**config.mk**
```make
export PLATFORM = sky130hd
export DESIGN_NAME = i2ce_top
export DESIGN_NICKNAME = d
export VERILOG_FILES = /design/src/rtl/i2ce_pkg.sv /design/src/rtl/i2ce_fifo_if.sv /design/src/rtl/i2ce_fifo.sv /design/src/rtl/i2ce_top.sv
export SDC_FILE = /design/constraint.sdc
export NUM_CORES = 1
export LEC_CHECK = 0
export ABC_CLOCK_PERIOD_IN_PS = 3400
export BUFFER_PORTS_ARGS = -buffer_cell sky130_fd_sc_hd__buf_4
export CAP_MARGIN = 20
export CORE_MARGIN = 2
export CORE_UTILIZATION = 52
export DETAILED_ROUTE_END_ITERATION = 8
export PLACE_DENSITY = 0.83
export SETUP_SLACK_MARGIN = 0.3
export SLEW_MARGIN = 20
export SYNTH_ARGS = -nofsm -noshare
export SYNTH_HDL_FRONTEND = slang
export SYNTH_HIERARCHICAL = 1
export SYNTH_SLANG_ARGS = --single-unit
export TNS_END_PERCENT = 10
```
**constraint.sdc**
```tcl
create_clock -name clk_sys -period 3.4 [get_ports clk_sys]
set_input_delay 0.34 -clock clk_sys [delete_from_list [all_inputs] [get_ports clk_sys]]
set_output_delay 0.34 -clock clk_sys [all_outputs]
set_load 0.05 [all_outputs]
```
**src/rtl/i2ce_pkg.sv**
```systemverilog
package i2ce_pkg;

  // ----------------------------------------------------------------------
  // Clocks and timing
  // ----------------------------------------------------------------------
  localparam int unsigned SYS_HZ        = 200_000_000;
  localparam int unsigned REF_HZ        = 20_000_000;
  localparam int unsigned BIT_RATE_BPS  = 400_000;
  localparam int unsigned REF_DIV_CYC   = SYS_HZ / REF_HZ;
  localparam int unsigned QTR_CYC       = SYS_HZ / (BIT_RATE_BPS * 4);
  localparam int unsigned TOUT_BITS     = 16;
  localparam int unsigned TOUT_REF_TICK = 1 << TOUT_BITS;

  // ----------------------------------------------------------------------
  // Transfer layout
  // ----------------------------------------------------------------------
  localparam int unsigned FIFO_W        = 8;
  localparam int unsigned FIFO_D        = 32;
  localparam logic [3:0]  ADDR_PATTERN  = 4'h0A;
  localparam logic [3:0]  STEP_WR_STOP  = 4'h000C;
  localparam logic [3:0]  STEP_POLL_END = 4'h0002;
  localparam logic [3:0]  STEP_RSTART   = 4'h0004;
  localparam logic [3:0]  STEP_ADDR_RD  = 4'h0005;
  localparam logic [3:0]  STEP_RX_FIRST = 4'h0006;
  localparam logic [3:0]  STEP_RX_LAST  = 4'h000D;
  localparam logic [3:0]  STEP_RD_STOP  = 4'h000E;
  localparam logic [3:0]  BIT_ACK       = 4'h0008;

  typedef enum logic [1:0] {
    STG_WR   = 2'b00,
    STG_POLL = 2'b01,
    STG_RD   = 2'b10
  } i2ce_stage_t;

  typedef enum logic [1:0] {
    OP_START = 2'b00,
    OP_TX    = 2'b01,
    OP_RX    = 2'b10,
    OP_STOP  = 2'b11
  } i2ce_op_t;

  typedef enum logic [2:0] {
    ST_IDLE  = 3'b000,
    ST_NEXT  = 3'b001,
    ST_START = 3'b010,
    ST_TX    = 3'b011,
    ST_RX    = 3'b100,
    ST_STOP  = 3'b101
  } i2ce_state_t;

endpackage

```
**src/rtl/i2ce_fifo_if.sv**
```systemverilog
`timescale 1ns/100ps
`default_nettype none
interface i2ce_fifo_if #(parameter int unsigned W = 8);
  logic         in_valid;
  logic         in_ready;
  logic [W-1:0] in_data;
  logic         out_valid;
  logic         out_ready;
  logic [W-1:0] out_data;

  modport fifo (input in_valid, input in_data, output in_ready,
                output out_valid, output out_data, input out_ready);
  modport user (output in_valid, output in_data, input in_ready,
                input out_valid, input out_data, output out_ready);
endinterface
`default_nettype wire

```
**src/rtl/i2ce_fifo.sv**
```systemverilog
`timescale 1ns/100ps
`default_nettype none
module i2ce_fifo #(
  parameter int unsigned W = 8,
  parameter int unsigned D = 32
) (
  input  wire logic  clk_sys,
  input  wire logic  rst,
  i2ce_fifo_if.fifo  fif
);
  localparam int unsigned AW = $clog2(D);

  logic [W-1:0]  mem [D];
  logic [AW-1:0] wptr_r;
  logic [AW-1:0] rptr_r;
  logic [AW:0]   cnt_r;
  logic          full_r;
  logic          push;
  logic          pop;

  assign push          = fif.in_valid && !full_r;
  assign pop           = fif.out_ready && (cnt_r != '0);
  assign fif.in_ready  = !full_r;
  assign fif.out_valid = (cnt_r != '0);
  assign fif.out_data  = mem[rptr_r];

  // ----------------------------------------------------------------------
  // Storage and pointers
  // ----------------------------------------------------------------------
  always_ff @(posedge clk_sys)
  begin
    if (push)
    begin
      mem[wptr_r] <= fif.in_data;
    end
  end

  always_ff @(posedge clk_sys or posedge rst)
  begin
    if (rst)
    begin
      wptr_r <= '0;
      rptr_r <= '0;
      cnt_r  <= '0;
      full_r <= 1'b0;
    end
    else
    begin
      if (push)
      begin
        wptr_r <= AW'(wptr_r + 1'b1);
      end
      if (pop)
      begin
        rptr_r <= AW'(rptr_r + 1'b1);
      end
      // Full is kept as a flop so the ready seen by the source is clean.
      if (push && !pop)
      begin
        cnt_r  <= (AW+1)'(cnt_r + 1'b1);
        full_r <= (cnt_r == (AW+1)'(D - 1));
      end
      else if (pop && !push)
      begin
        cnt_r  <= (AW+1)'(cnt_r - 1'b1);
        full_r <= 1'b0;
      end
    end
  end
endmodule
`default_nettype wire

```
**src/rtl/i2ce_top.sv**
```systemverilog
`timescale 1ns/100ps
`default_nettype none
// What this block does
// - Sole bus master, transmits and receives itself.
// - Seven-bit addressing, 400 Kbps from 200 MHz.
// - Write eight bytes, then read them back.
// - Acknowledge polling until the write completes.
// - Timeout counts only while clock line low.
// - Sixteen-bit reference-clock timeout, about 3.277 ms.
// - Address byte upper nibble 1010, bit0 direction.
// - Small memory: page in address bits 1-3.
// - Large memory: page in address bits 1-2.
// - Write: start, address, two-byte pointer, data, stop.
// - Read: restart, ack each byte, nack last, stop.
module i2ce_top
  import i2ce_pkg::*;
#(
  parameter int unsigned TOUT_TICKS = TOUT_REF_TICK
) (
  input  wire logic        clk_sys,
  input  wire logic        rst,
  input  wire logic        start,
  input  wire logic        cap_large,
  input  wire logic [2:0]  page_sel,
  input  wire logic [15:0] mem_addr,
  input  wire logic        wr_valid,
  input  wire logic [7:0]  wr_data,
  output logic             wr_ready,
  output logic [7:0]       rd_data,
  output logic             rd_valid,
  output logic             busy,
  output logic             done,
  output logic             timeout_err,
  output logic             nack_err,
  input  wire logic        scl_in,
  output logic             scl_out,
  output logic             scl_oe,
  input  wire logic        sda_in,
  output logic             sda_out,
  output logic             sda_oe
);

  // ----------------------------------------------------------------------
  // Decoding helpers
  // ----------------------------------------------------------------------
  function automatic i2ce_op_t op_of(i2ce_stage_t stg, logic [3:0] stp);
    op_of = OP_TX;
    case (stg)
      STG_WR:   if (stp == '0) op_of = OP_START;
                else if (stp == STEP_WR_STOP) op_of = OP_STOP;
      STG_POLL: if (stp == '0) op_of = OP_START;
                else if (stp == STEP_POLL_END) op_of = OP_STOP;
      default:  if (stp == '0 || stp == STEP_RSTART) op_of = OP_START;
                else if (stp == STEP_RD_STOP) op_of = OP_STOP;
                else if (stp >= STEP_RX_FIRST) op_of = OP_RX;
    endcase
  endfunction

  function automatic logic [7:0] addr_byte(logic big, logic [2:0] pg,
                                           logic rw);
    // Bit 3 of the large part is a strap there; it is sent as zero.
    addr_byte = big ? {ADDR_PATTERN, 1'b0, pg[1:0], rw}
                    : {ADDR_PATTERN, pg, rw};
  endfunction

  // ----------------------------------------------------------------------
  // State
  // ----------------------------------------------------------------------
  i2ce_state_t state_r;
  i2ce_stage_t stage_r;
  logic [3:0]  step_r;
  logic [1:0]  q_r;
  logic [3:0]  bit_r;
  logic [7:0]  shift_r;
  logic        ack_r;
  logic        abort_r;
  logic [3:0]  div_r;
  logic [6:0]  qdiv_r;
  logic        ref_en;
  logic        qtick;
  logic [1:0]  scl_sy_r;
  logic [1:0]  sda_sy_r;
  logic [16:0] tout_r;
  logic        tout_hit;
  logic        from_fifo;
  logic [7:0]  tx_byte;
  i2ce_op_t    op_now;

  i2ce_fifo_if #(.W(FIFO_W)) fif ();

  i2ce_fifo #(.W(FIFO_W), .D(FIFO_D)) u_fifo (
    .clk_sys (clk_sys),
    .rst     (rst),
    .fif     (fif)
  );

  assign fif.in_valid = wr_valid;
  assign fif.in_data  = wr_data;
  assign wr_ready     = fif.in_ready;
  assign scl_out      = 1'b0;
  assign sda_out      = 1'b0;

  assign op_now    = op_of(stage_r, step_r);
  assign from_fifo = (stage_r == STG_WR) && (step_r > 4'h3);
  always_comb
  begin
    tx_byte = fif.out_data;
    case (step_r)
      4'h1:         tx_byte = addr_byte(cap_large, page_sel, 1'b0);
      4'h2:         tx_byte = mem_addr[15:8];
      4'h3:         tx_byte = mem_addr[7:0];
      // Step five carries FIFO data while writing, the read address later.
      STEP_ADDR_RD: tx_byte = from_fifo ? fif.out_data
                              : addr_byte(cap_large, page_sel, 1'b1);
      default:      tx_byte = fif.out_data;
    endcase
  end
  // Stall on an empty FIFO holds the clock low; the timeout bounds it.
  assign fif.out_ready = (state_r == ST_NEXT) && (op_now == OP_TX) &&
                         from_fifo && fif.out_valid;

  // ----------------------------------------------------------------------
  // Rate dividers
  // ----------------------------------------------------------------------
  assign ref_en = (div_r == 4'(REF_DIV_CYC - 1));
  assign qtick  = (qdiv_r == 7'(QTR_CYC - 1));
  always_ff @(posedge clk_sys or posedge rst)
  begin
    if (rst)
    begin
      div_r  <= '0;
      qdiv_r <= '0;
    end
    else
    begin
      div_r  <= ref_en ? 4'h0 : 4'(div_r + 1'b1);
      qdiv_r <= qtick ? 7'h00 : 7'(qdiv_r + 1'b1);
    end
  end

  // ----------------------------------------------------------------------
  // Line synchronisers
  // ----------------------------------------------------------------------
  always_ff @(posedge clk_sys or posedge rst)
  begin
    if (rst)
    begin
      scl_sy_r <= 2'b11;
      sda_sy_r <= 2'b11;
    end
    else
    begin
      scl_sy_r <= {scl_sy_r[0], scl_in};
      sda_sy_r <= {sda_sy_r[0], sda_in};
    end
  end

  // ----------------------------------------------------------------------
  // Low-clock timeout
  // ----------------------------------------------------------------------
  assign tout_hit = busy && ref_en && !scl_sy_r[1] &&
                    (tout_r == 17'(TOUT_TICKS - 1));
  always_ff @(posedge clk_sys or posedge rst)
  begin
    if (rst)
    begin
      tout_r <= '0;
    end
    else if (!busy || scl_sy_r[1] || tout_hit)
    begin
      tout_r <= '0;
    end
    else if (ref_en)
    begin
      tout_r <= 17'(tout_r + 1'b1);
    end
  end

  // ----------------------------------------------------------------------
  // Sequencer and bit engine
  // ----------------------------------------------------------------------
  always_ff @(posedge clk_sys or posedge rst)
  begin
    if (rst)
    begin
      state_r  <= ST_IDLE;
      stage_r  <= STG_WR;
      step_r   <= '0;
      q_r      <= '0;
      bit_r    <= '0;
      shift_r  <= '0;
      ack_r    <= 1'b0;
      abort_r  <= 1'b0;
      scl_oe   <= 1'b0;
      sda_oe   <= 1'b0;
      busy     <= 1'b0;
      done     <= 1'b0;
      rd_valid <= 1'b0;
      rd_data  <= '0;
    end
    else
    begin
      done     <= 1'b0;
      rd_valid <= 1'b0;
      if (tout_hit)
      begin
        state_r <= ST_IDLE;
        scl_oe  <= 1'b0;
        sda_oe  <= 1'b0;
        busy    <= 1'b0;
        done    <= 1'b1;
      end
      else
      begin
        case (state_r)
          ST_IDLE:
          begin
            if (start)
            begin
              state_r <= ST_NEXT;
              stage_r <= STG_WR;
              step_r  <= '0;
              abort_r <= 1'b0;
              busy    <= 1'b1;
            end
          end
          ST_NEXT:
          begin
            q_r   <= '0;
            bit_r <= '0;
            case (op_now)
              OP_START: state_r <= ST_START;
              OP_STOP:  state_r <= ST_STOP;
              OP_RX:    state_r <= ST_RX;
              default:
              begin
                if (!from_fifo || fif.out_valid)
                begin
                  shift_r <= tx_byte;
                  state_r <= ST_TX;
                end
              end
            endcase
          end
          ST_START:
          begin
            if (qtick)
            begin
              q_r <= 2'(q_r + 1'b1);
              case (q_r)
                2'd0: sda_oe <= 1'b0;
                2'd1: scl_oe <= 1'b0;
                2'd2: sda_oe <= 1'b1;
                default:
                begin
                  scl_oe  <= 1'b1;
                  step_r  <= 4'(step_r + 1'b1);
                  state_r <= ST_NEXT;
                end
              endcase
            end
          end
          ST_TX, ST_RX:
          begin
            if (qtick)
            begin
              q_r <= 2'(q_r + 1'b1);
              case (q_r)
                2'd0:
                begin
                  if (bit_r == BIT_ACK)
                    sda_oe <= (state_r == ST_RX) &&
                              (step_r != STEP_RX_LAST);
                  else
                    sda_oe <= (state_r == ST_TX) && !shift_r[7];
                end
                2'd1: scl_oe <= 1'b0;
                2'd2:
                begin
                  if (bit_r == BIT_ACK)
                    ack_r <= !sda_sy_r[1];
                  else if (state_r == ST_RX)
                    shift_r <= {shift_r[6:0], sda_sy_r[1]};
                end
                default:
                begin
                  scl_oe <= 1'b1;
                  if (state_r == ST_TX && bit_r != BIT_ACK)
                    shift_r <= {shift_r[6:0], 1'b0};
                  if (bit_r != BIT_ACK)
                    bit_r <= 4'(bit_r + 1'b1);
                  else
                  begin
                    step_r  <= 4'(step_r + 1'b1);
                    state_r <= ST_NEXT;
                    if (state_r == ST_RX)
                    begin
                      rd_data  <= shift_r;
                      rd_valid <= 1'b1;
                    end
                    else if (!ack_r && stage_r != STG_POLL)
                    begin
                      // A refused byte ends the frame at once.
                      abort_r <= 1'b1;
                      state_r <= ST_STOP;
                    end
                  end
                end
              endcase
            end
          end
          ST_STOP:
          begin
            if (qtick)
            begin
              q_r <= 2'(q_r + 1'b1);
              case (q_r)
                2'd0: sda_oe <= 1'b1;
                2'd1: scl_oe <= 1'b0;
                2'd2: sda_oe <= 1'b0;
                default:
                begin
                  step_r  <= '0;
                  state_r <= ST_NEXT;
                  if (abort_r || stage_r == STG_RD)
                  begin
                    state_r <= ST_IDLE;
                    busy    <= 1'b0;
                    done    <= 1'b1;
                  end
                  else if (stage_r == STG_WR)
                    stage_r <= STG_POLL;
                  else if (ack_r)
                    stage_r <= STG_RD;
                end
              endcase
            end
          end
          default: state_r <= ST_IDLE;
        endcase
      end
    end
  end

  // ----------------------------------------------------------------------
  // Error flags
  // ----------------------------------------------------------------------
  always_ff @(posedge clk_sys or posedge rst)
  begin
    if (rst)
    begin
      timeout_err <= 1'b0;
      nack_err    <= 1'b0;
    end
    else
    begin
      // Start is only taken while idle, so it never meets a set.
      if (tout_hit)
        timeout_err <= 1'b1;
      else if (start && state_r == ST_IDLE)
        timeout_err <= 1'b0;
      if (state_r == ST_STOP && abort_r)
        nack_err <= 1'b1;
      else if (start && state_r == ST_IDLE)
        nack_err <= 1'b0;
    end
  end
endmodule
`default_nettype wire
```
==> key figures <==
Synthesis
  – Mapped Area: between 15000 and 20000 um^2
  – Syn Inst Count: around 1.0k
  – Synthesized area per cell: 14.90 um^2
  – Synthesized flop and latch total: 345
  – Register area share after synthesis: 66.12%
  – Syn. warnings: 6
  – Main flop type after synthesis: edfxtp_1
  – Synth cell types: 81
  – Number of synthesized flops with an enable pin: roughly 260
  – Fraction of registers with async set/reset: 25.80%

Critical path
  – Crit Path Max Fanout: 6
  – Type of element capturing the critical path: flip-flop
  – Data arrival, critical path: about 3.5 ns
  – CP Launch Type: flip-flop
  – Worst R2R End: u_fifo/cnt_r[5]
  – Flop2flop setup slack: 0.33 ns
  – Setup crit start: step_r[0]
  – R2R Path Start: step_r[0]
  – CP Data Required Time: 3.83 ns
  – Reg2Reg Depth: 15
  – Critical path class: reg2reg

Clock network
  – CTS tree: done
  – CTS Buf Count: 36
  – CTS sink count: about 350
  – Clock buffer depth: 3
  – Clock-pin slew of the registers on the worst-case setup and hold paths: 0.06 ns
  – H-tree levels: 2
  – Root buffer cell: clkbuf_16
  – Clk_lat worst skew: 0.54 ns

Place
  – PortBufs: between 40 and 50
  – Post-DP HPWL: 21380 um
  – Placer Congestion: between 0.8 and 0.9

STA
  – Fin. Hold Viols: 0
  – Clock skew: between 0.03 and 0.04 ns
  – Max Fclk: 326.0 MHz
  – Min cycle time layout: 3.068 ns
  – Final Cycle Share: 90.23%
  – Worst-Margin Slew: about 1.0 ns
  – RSZ-0062 raised after global routing: yes
  – Final Max Tran Viols: 0
  – Setup_tns: 0 ns
  – Final setup viols: 0
  – Rel. slew slack: between 30 and 40%

Drt
  – Antenna viol nets, final: 0
  – # DRC: 0
  – Routed vias/inst: about 6
  – First-pass iteration count of the detailed router: 5
  – Routed WL per cell: 21.80 um
  – Post-Route WL: 32790 um
  – Via count: 9066
  – Iteration-0 DRC Markers: 996

Finish
  – Multi-input gate area: 4802 um^2
  – Area Growth Syn to Fin: 14.48%
  – Fill count: approximately 2.1k
  – Nets: 1152
  – Layout cell share with drive strength beyond 1: 21.79%
  – Sequential cell area: 9926 um^2
  – N_diodes: 0
  – Util after Layout: 60.16%

Power and ir drop
  – Maximum VDD drop: 0.4692 mV
  – Switching power of the nets: 0.003226 W
  – Flop pwr share: 46.2%
  – Internal power: approximately 0.008 W
  – Comb power frac: 20.5%
  – Switching share of total power: 28.82%
  – Clock power frac: about 33%
  – Leak: roughly 6 nW
  – Pwr Density: between 600 and 700 nW/um^2

Floorplanning
  – Initial Utilization: 52.55%
  – Rows: 62
  – Die Height: 173.9 um
  – Die Area: 30220 um^2
  – I/O pins: 52
  – Chip Width: 173.9 um
  – Core area: 28550 um^2

Worst hold path
  – Hold WC Path Type: in2reg
  – Hold path start: wr_data[6]
  – Hold EP: u_fifo/mem[5][6]
  – Hold Path Stages: 1

GRT
  – Initial antenna violation count: 0
  – Global route overflow: 0
  – Largest net degree at the start of global routing: 46
  – Vias in the first global route: 9070
  – GRT Total Usage: 21.97%
  – First-pass GRT wire length: 51160 um

Run status
  – Outcome: completed

Run
  – Max-cap violation count: 0
## power groups by stage
stage	combinational [W]	clock (W)	sequential [W]
final	0.00229	0.00373	0.00517
after global routing	0.00251	0.00397	0.00520
after CTS	0.00223	0.00380	0.00516
after detailed placement	0.00219	0	0.00525
after global placement	0.00211	0	0.00522
after floorplan	0.00170	0	0.00512
## cells in the mapped netlist, types with 6 or more instances
cell        n  share of area, %
a22o_1     10              0.58
buf_2      11              0.37
buf_6       6              0.45
o21ai_0    40               1.3
a22oi_1    18              0.90
o22ai_1    10              0.42
xor2_1     14              0.82
nand3b_1    8              0.40
nor2_1     87               2.2
nor3_1     13              0.43
a21oi_1    41               1.4
mux2_2     17               1.3
nand4_1     6              0.25
mux2i_1    38               2.5
dfrtp_1    85                14
nand2b_1    6              0.25
mux4_1      8               1.4
clkbuf_1   20              0.50
and3_1      6              0.25
o31ai_1     7              0.35
nand3_1    21              0.70
nand2_1    73               1.8
o221ai_1    8              0.47
inv_1      26              0.65
or3_1       6              0.25
ha_1       24               2.0
xnor2_1    12              0.70
buf_4       7              0.35
mux4_2     40               6.0
edfxtp_1  256                51
## worst max path at each step
| stage | end | slack (ns) |
|---|---|---|
| 2_1_floorplan | u_fifo/cnt_r[5] | 0.32 |
| 3_3_place_gp | u_fifo/cnt_r[5] | 0.20 |
| 3_5_place_dp | u_fifo/cnt_r[5] | 0.11 |
| 4_1_cts | u_fifo/cnt_r[5] | 0.28 |
| 5_1_grt | u_fifo/cnt_r[5] | 0.20 |
| 6_report | u_fifo/cnt_r[5] | 0.33 |
## through the flow
step	power [W]	cells	hold slack, ns	instance area [um^2]	setup WS (ns)
2_1_floorplan	0.006815	1008	0.2661	15090	0.3209
3_3_place_gp	0.007327	1426	0.3459	15890	0.1992
3_5_place_dp	0.007435	1426	0.3476	15890	0.1096
5_1_grt	0.01168	1504	0.2110	17170	0.2001
6_report	0.01119	1504	0.2238	17170	0.3321
4_1_cts	0.01119	1500	0.2011	17110	0.2833
## routing by layer
layer / track usage [%] / vias up / wire length [um]
li1: - / 4053 / -
met1: 30.06 / 4594 / 13700
met2: 36.29 / 355 / 16120
met3: 3.904 / 64 / 2084
met4: 6.723 / 0 / 886
met5: 0 / - / 0
## flip-flops by register name, summed over array words and instances, names as in the netlist, 3 cells and up
register	count
u_fifo/wptr_r	5
u_fifo/mem	256
u_fifo/rptr_r	5
div_r	4
shift_r	8
u_fifo/cnt_r	6
bit_r	4
qdiv_r	7
state_r	3
rd_data	8
step_r	4
tout_r	17
## cell usage in the layout (no fill, tap or decap), types with 10 or more instances in the layout
cell	count
a22o_1	10
dfrtp_1	82
inv_1	21
xor2_1	13
ha_1	18
mux2_2	17
buf_4	91
nor2_1	87
nand2_1	73
mux4_2	40
nand3_1	21
clkbuf_16	36
o21ai_0	37
a21oi_1	41
o22ai_1	10
a22oi_1	18
mux2i_1	38
nor3_1	13
xnor2_1	12
edfxtp_1	256
## logic make-up (layout without fill, tap and decap cells)
logic type | after synthesis | after routing | share of synthesized area, %
flops | 345 | 345 | 66.12
compound gates | 174 | 174 | 7.957
xor+xnor | 26 | 26 | 1.518
simple gates | 258 | 258 | 8.315
mux | 104 | 104 | 11.29
buf+inv | 74 | 186 | 2.635
other cells | 1 | 2 | 0.02500
fa+ha+maj | 25 | 25 | 2.135
## final cells by class
| type | instances | area share (%) |
|---|---|---|
| clock buffers | 45 | 5.559 |
| clock inverters | 20 | 1.056 |
| inverters | 26 | 0.6120 |
| multi-input cells | 589 | 27.96 |
| flip-flops and latches | 345 | 57.80 |
| well taps | 384 | 2.798 |
| repair buffers | 95 | 4.218 |
## critical path: stages (launching register included)
cell and delay [ns]:
dfrtp_1 0.36, inv_2 0.08, ha_4 0.16, o21ai_2 0.11
nor2_1 0.05, o32a_1 0.31, nor4b_2 0.29, a21boi_2 0.23
inv_2 0.07, ha_4 0.18, inv_8 0.08, ha_4 0.20
a211oi_2 0.21, nor3_1 0.08, or3b_4 0.39, xor2_2 0.16
## what timing repair did
action	in CTS	in global routing
endpoints found under the setup margin	2	6
hold buffers	3	0
setup buffers	6	4
cloned	0	0
endpoints found under the hold margin	19	0
gates resized for setup	2	7
pin swaps	4	4
(Power assumes the default switching activity.)
